<file path="config.mk">
export PLATFORM = sky130hd
export DESIGN_NAME = pwmss_core
export DESIGN_NICKNAME = d
export VERILOG_FILES = /design/src/design/pwmss_pkg.sv /design/src/design/pwmss_core.sv
export VERILOG_INCLUDE_DIRS = /design/src /design/src/design
export SDC_FILE = /design/constraint.sdc
export NUM_CORES = 1
export LEC_CHECK = 0
export BUFFER_PORTS_ARGS = -buffer_cell sky130_fd_sc_hd__buf_2
export CORE_MARGIN = 2
export CORE_UTILIZATION = 42
export CTS_CLUSTER_DIAMETER = 100
export DETAILED_ROUTE_END_ITERATION = 7
export MAX_ROUTING_LAYER = met4
export RECOVER_POWER = 50
export SYNTH_ARGS = -nofsm -noshare
export SYNTH_HDL_FRONTEND = slang
export SYNTH_SLANG_ARGS = --single-unit
</file>
<file path="constraint.sdc">
create_clock -name clk_i -period 10.5 [get_ports clk_i]
set_clock_uncertainty 0.1 [all_clocks]
set_input_delay 2.1 -clock clk_i [delete_from_list [all_inputs] [get_ports clk_i]]
set_output_delay 2.1 -clock clk_i [all_outputs]
set_load 0.01 [all_outputs]
</file>
<file path="src/design/pwmss_map.svh">
// constants for the pwm period-synchronisation block
// assumes inclusion by the package and the design module only
`ifndef PWMSS_MAP_SVH
`define PWMSS_MAP_SVH
`define PWMSS_CNT_W 16
`define PWMSS_DLY_W 16
`define PWMSS_NCAP 3
`define PWMSS_NMAT 6
`define PWMSS_CNT_ZERO 16'h0000
`define PWMSS_CNT_ONE 16'h0001
`define PWMSS_DLY_TWO 16'h0002
`endif

</file>
<file path="src/design/pwmss_pkg.sv">
// types for the pwm period-synchronisation block
// assumes pwmss_map.svh is on the include path
package pwmss_pkg;
`include "pwmss_map.svh"
  typedef struct packed {
    logic start;
    logic load;
  } pwmss_sync_t;
  typedef enum logic [1:0] {
    PWMSS_IDLE = 2'b01,
    PWMSS_WAIT = 2'b10
  } pwmss_state_t;
  typedef struct packed {
    logic [`PWMSS_CNT_W-1:0] pre;
    logic [`PWMSS_CNT_W-1:0] cnt;
    logic [`PWMSS_DLY_W-1:0] dly;
    pwmss_state_t st;
    logic pend_load;
    pwmss_sync_t sync_out;
    logic [`PWMSS_NMAT-1:0] mat;
    logic [`PWMSS_NMAT-1:0][`PWMSS_CNT_W-1:0] rise_sh;
    logic [`PWMSS_NMAT-1:0][`PWMSS_CNT_W-1:0] fall_sh;
    logic [`PWMSS_CNT_W-1:0] per_sh;
    logic [`PWMSS_CNT_W-1:0] pre_sh;
    logic [`PWMSS_NCAP-1:0] cap_d;
    logic [`PWMSS_NCAP-1:0][`PWMSS_CNT_W-1:0] cap_val;
    logic fault;
  } pwmss_state_s_t;
endpackage : pwmss_pkg

</file>
<file path="src/design/pwmss_core.sv">
// pwm module period counter with master/slave sync pulses, six outputs,
// capture and optional fault. assumes settings are held steady by the
// surrounding logic and sync inputs come from the preceding instance.
// Function
// [RQ1] master emits one-cycle period-start pulse at every counter restart
// [RQ2] shadow-load pulse goes with start pulse only when shadow copy happened
// [RQ3] optional programmable delay before both outgoing pulses
// [RQ4] slave restarts its counter on incoming period-start pulse
// [RQ5] slave copies shadow registers on incoming shadow-load pulse
// [RQ6] instances chain by index; slave inputs come from previous outputs
// [RQ7] three capture inputs beside the match outputs
// [RQ8] fault input exists only on instances two and three
// [RQ9] counters and register side share one clock
// [RQ10] six independently programmed pwm outputs on match pins
// [RQ11] 16-bit prescaler feeds 16-bit counter; restart is sync reference
// [RQ12] delay counts module clocks; zero emits in the restart cycle
// [RQ13] sync inputs ignored when slave disabled; own period restarts then
`timescale 1ns/1ps
module pwmss_core
  import pwmss_pkg::*;
#(
  parameter int INST = 2,
  parameter int CNT_W = `PWMSS_CNT_W
) (
  input wire logic clk_i,
  input wire logic nrst_i,
  input wire logic run_i,
  input wire logic slave_en_i,
  input wire logic upd_req_i,
  input wire logic [`PWMSS_DLY_W-1:0] sync_dly_i,
  input wire logic [CNT_W-1:0] presc_i,
  input wire logic [CNT_W-1:0] period_i,
  input wire logic [`PWMSS_NMAT-1:0][CNT_W-1:0] rise_i,
  input wire logic [`PWMSS_NMAT-1:0][CNT_W-1:0] fall_i,
  input wire pwmss_sync_t sync_i,
  input wire logic [`PWMSS_NCAP-1:0] capture_pin_i,
  input wire logic fault_input_pin_i,
  output pwmss_sync_t sync_o,
  output logic [`PWMSS_NMAT-1:0] match_pin_o,
  output logic [`PWMSS_NCAP-1:0][CNT_W-1:0] cap_val_o,
  output logic fault_o
);
  localparam bit HAS_FAULT = (INST == 2) || (INST == 3);
  pwmss_state_s_t s_r;
  pwmss_state_s_t s_nxt;
  logic pre_tick;
  logic restart;
  logic copy;

  function automatic logic at_end(input logic [CNT_W-1:0] v, input logic [CNT_W-1:0] lim);
    at_end = (v >= lim);
  endfunction : at_end

  always_comb begin
    s_nxt = s_r;
    pre_tick = run_i && at_end(s_r.pre, s_r.pre_sh); // RQ11
    // slave ignores the chain when disabled and free-runs on its period
    if (slave_en_i) begin
      restart = run_i && sync_i.start; // RQ4 RQ6 RQ13
      copy = restart && sync_i.load; // RQ5
    end else begin
      restart = pre_tick && at_end(s_r.cnt, s_r.per_sh); // RQ13
      copy = restart && upd_req_i; // RQ2
    end
    s_nxt.sync_out = '0;
    if (run_i) begin
      s_nxt.pre = pre_tick ? `PWMSS_CNT_ZERO : CNT_W'(s_r.pre + `PWMSS_CNT_ONE); // RQ9
    end
    if (restart) begin
      s_nxt.cnt = `PWMSS_CNT_ZERO; // RQ11
      s_nxt.pre = `PWMSS_CNT_ZERO;
    end else if (pre_tick) begin
      s_nxt.cnt = CNT_W'(s_r.cnt + `PWMSS_CNT_ONE);
    end
    if (copy) begin
      s_nxt.rise_sh = rise_i;
      s_nxt.fall_sh = fall_i;
      s_nxt.per_sh = period_i;
      s_nxt.pre_sh = presc_i;
    end
    // a restart during a pending delay retriggers it; older pulse is dropped
    if (restart) begin
      if (sync_dly_i == `PWMSS_CNT_ZERO) begin
        s_nxt.sync_out.start = 1'b1; // RQ1 RQ12
        s_nxt.sync_out.load = copy; // RQ2
        s_nxt.st = PWMSS_IDLE;
      end else begin
        s_nxt.dly = sync_dly_i; // RQ3
        s_nxt.pend_load = copy;
        s_nxt.st = PWMSS_WAIT;
      end
    end else begin
      unique case (s_r.st)
        PWMSS_IDLE: begin
        end
        PWMSS_WAIT: begin
          s_nxt.dly = `PWMSS_DLY_W'(s_r.dly - `PWMSS_CNT_ONE);
          if (s_r.dly == `PWMSS_CNT_ONE) begin
            s_nxt.sync_out.start = 1'b1; // RQ3 RQ12
            s_nxt.sync_out.load = s_r.pend_load; // RQ2
            s_nxt.st = PWMSS_IDLE;
          end
        end
        default: s_nxt.st = PWMSS_IDLE;
      endcase
    end
    for (int i = 0; i < `PWMSS_NMAT; i++) begin
      if (s_nxt.cnt == s_nxt.rise_sh[i]) s_nxt.mat[i] = 1'b1; // RQ10
      if (s_nxt.cnt == s_nxt.fall_sh[i]) s_nxt.mat[i] = 1'b0; // RQ10
      if (s_nxt.fault) s_nxt.mat[i] = 1'b0;
    end
    s_nxt.cap_d = capture_pin_i;
    for (int i = 0; i < `PWMSS_NCAP; i++) begin
      if (capture_pin_i[i] && !s_r.cap_d[i]) s_nxt.cap_val[i] = s_r.cnt; // RQ7
    end
    s_nxt.fault = HAS_FAULT && fault_input_pin_i; // RQ8
  end

  always_ff @(posedge clk_i) begin
    if (!nrst_i) begin
      s_r <= '0;
      s_r.st <= PWMSS_IDLE;
    end else begin
      s_r <= s_nxt;
    end
  end

  assign sync_o = s_r.sync_out;
  assign match_pin_o = s_r.mat;
  assign cap_val_o = s_r.cap_val;
  assign fault_o = s_r.fault;
endmodule : pwmss_core

</file>
==> impl_metrics.yaml <==
outcome:
  status: "finished, violations left"
  violations: "capacitance limit, slew limit"
synthesis:
  synth_area_leaders: "dfxtp_1, mux2i_1, nor2b_1, xnor2_1, xor2_1"
  async_flop_share_pct: 0
  ys_warn_count: 0
  ys_types: 55
  syn-instance-count: 1819
  syn_avg_cell_area_sq_um: 9.22
  yosys_register_bits: 335
  synth-edff-count: 0
  seq_area_frac_synth_pct: 40.0
  syn_area_sq_mm: 0.0168
  synth_nets: 2106
  synthFlopType: "dfxtp_1"
  yosysTopAreaCell: "dfxtp_1"
  synth.top_cell.area_share_pct: 40.0
drt:
  drt-total-wl_mm: 48.9
  top_layer: "met4"
  vias: 12900
  drc_errors: 0
  dr_wl_met2_mm: 22.2
  routedWlPerCell_microns: 18.9
  antenna_left: 0
  wirelength_met1_mm: 21.2
  dr.pass1.iters: 7
  wl_met3_mm: 4.02
  drtIter0Drc: 655
  drt-vias-per-instance: 4.99
floorplan:
  core_area_sq_mm: 0.0395
  die_area_sq_mm: 0.0416
  die_w_microns: 204
  die_h_microns: 204
  placementRows: 73
  start_util_pct: 42.4
  boundaryPins: 308
cts:
  cts_root_buf: "clkbuf_16"
  post-cts-setup-buffers: 0
  numCtsBuffers: 39
  clk_latency_ns: 0.54
  holdBufCountCts: 0
  htree_levels: 2
  clock_path_buffers: 3
  tritoncts: "built"
  path_clk_slew_ns: 0.06
  post_cts_resized: 0
  cts_sinks: 335
global_routing:
  grt_pass1_wl_mm: 74.5
  overflow: 0
  grt_max_degree: 131
  antenna_found_initial: 26
  track_usage_pct: 24.0
  grt_pass1_vias: 13000
pwr:
  p_leak_uw: 0.00715
  ir_drop_mv: 0.128
  power_density_mw_per_mm2: 178
  fin_total_pwr_uw: 3480
layout:
  fin_util_pct: 49.5
  final_common_cell: "dfxtp_1"
  area_growth_pct: 16.8
  fillerInstances: 3811
  layout_common_cells: "dfxtp_1, buf_2, nand2_1"
  final_layout_size_suffix_gt1_share_pct: 17.7
  final_cells: 2588
  fin_nets: 2300
sta:
  finalCritPeriodShare_pct: 68.4
  fmax_mhz: 139
  tightest_slew_ns: 4.93
  max_slew_margin_pct: -229
  finalHoldViolations: 0
  fin_setup_tns_ns: 0
  setup_violations: 0
  rsz0062_at_grt: "no"
  final_max_slew_viol_count: 131
  period_needed_ns: 7.18
placement:
  detailed_place_hpwl_mm: 33.9
  gp_congestion: 0.827
  dp_cells: 2497
  io_buffers: 307
critical_path:
  crit_path_end_kind: "flip-flop"
  crit_arrival_ns: 7.53
  worstPathRequired_ns: 10.85
  crit_fanout: 130
  rrSetupSlack_ns: 5.30
  crit_type: "in2reg"
  cpPeakStageDelay_ns: 3.40
  worst_path_max_delay_cell: "clkbuf_1"
  crit_chain: "clkbuf_1 -> buf_4 -> nand3_1 -> nor2_1"
  start_kind: "primary input"
hold_path:
  hp-class: "reg2reg"
flow_run:
  cap_viol_max_count: 1
==> layout make-up <==
class | instances | area [sq um] | share of cell area [%]
diodes | 26 | 65.1 | 0.332
well taps | 525 | 657 | 3.35
flip-flops and latches | 335 | 6710 | 34.2
inverters | 43 | 161 | 0.824
repair buffers | 321 | 1580 | 8.07
clock buffers | 53 | 1140 | 5.82
clock inverters | 12 | 191 | 0.977
multi-input cells | 1273 | 9090 | 46.4
==> routing by layer <==
metal	up-vias	track usage, %
met5	-	-
met4	0	8.79
met3	84	6.98
met2	367	37.0
met1	6037	29.8
li1	6435	-
==> cells in the mapped netlist, types with 36 or more instances <==
cell,instances
xor2_1,106
a21boi_0,85
ha_1,36
buf_4,62
nor2b_1,201
mux2i_1,185
nor2_1,66
clkbuf_1,70
nand4_1,50
inv_1,43
dfxtp_1,335
xnor2_1,112
nand2_1,205
==> sequential cells by signal, summed over array words and instances (netlist names) <==
signal	cells
sync_o	2
match_pin_o	6
cap_val_o	48
s_r	278
fault_o	1
==> logic make-up after synthesis <==
| logic type | after synthesis | synth area share, % |
|---|---|---|
| mux | 194 | 11.7 |
| flops | 335 | 40.0 |
| simple gates | 626 | 19.1 |
| fa+ha+maj | 36 | 2.68 |
| compound gates | 199 | 8.45 |
| xor+xnor | 218 | 11.4 |
| buf+inv | 211 | 6.70 |
==> critical path: cells and delay by family <==
family                 cells  cell delay [ns]
buffers and inverters      2             4.47
and+or+nand+nor            2             0.87
==> stage by stage <==
stage | cell area (sq um) | hold slack [ns] | worst slack, ns
3_3_place_gp | 18300 | 0.351 | 4.31
4_1_cts | 19600 | 0.364 | 4.83
5_1_grt | 19600 | 0.383 | 2.77
6_report | 19600 | 0.365 | 3.32
3_5_place_dp | 18300 | 0.356 | 4.29
2_1_floorplan | 16800 | 0.337 | 5.92
==> path summary, 6_finish.rpt <==
kind / start / end / cells after the start
max: nrst_i / s_r[323]$_SDFFE_PP0P_ / 4
min: s_r[82]$_SDFFE_PN0N_ / s_r[82]$_SDFFE_PN0N_ / 2
max reg2reg: s_r[313]$_SDFF_PN0_ / match_pin_o[2]$_SDFFE_PP0N_ / 12
min reg2reg: s_r[82]$_SDFFE_PN0N_ / s_r[82]$_SDFFE_PN0N_ / 2
==> report_power, final <==
group	switching (uW)	total (uW)	internal [uW]
combinational	399	684	285
sequential	34.3	1380	1340
clock	540	1420	879
total	974	3480	2510
Power figures use the tool's default switching activity.
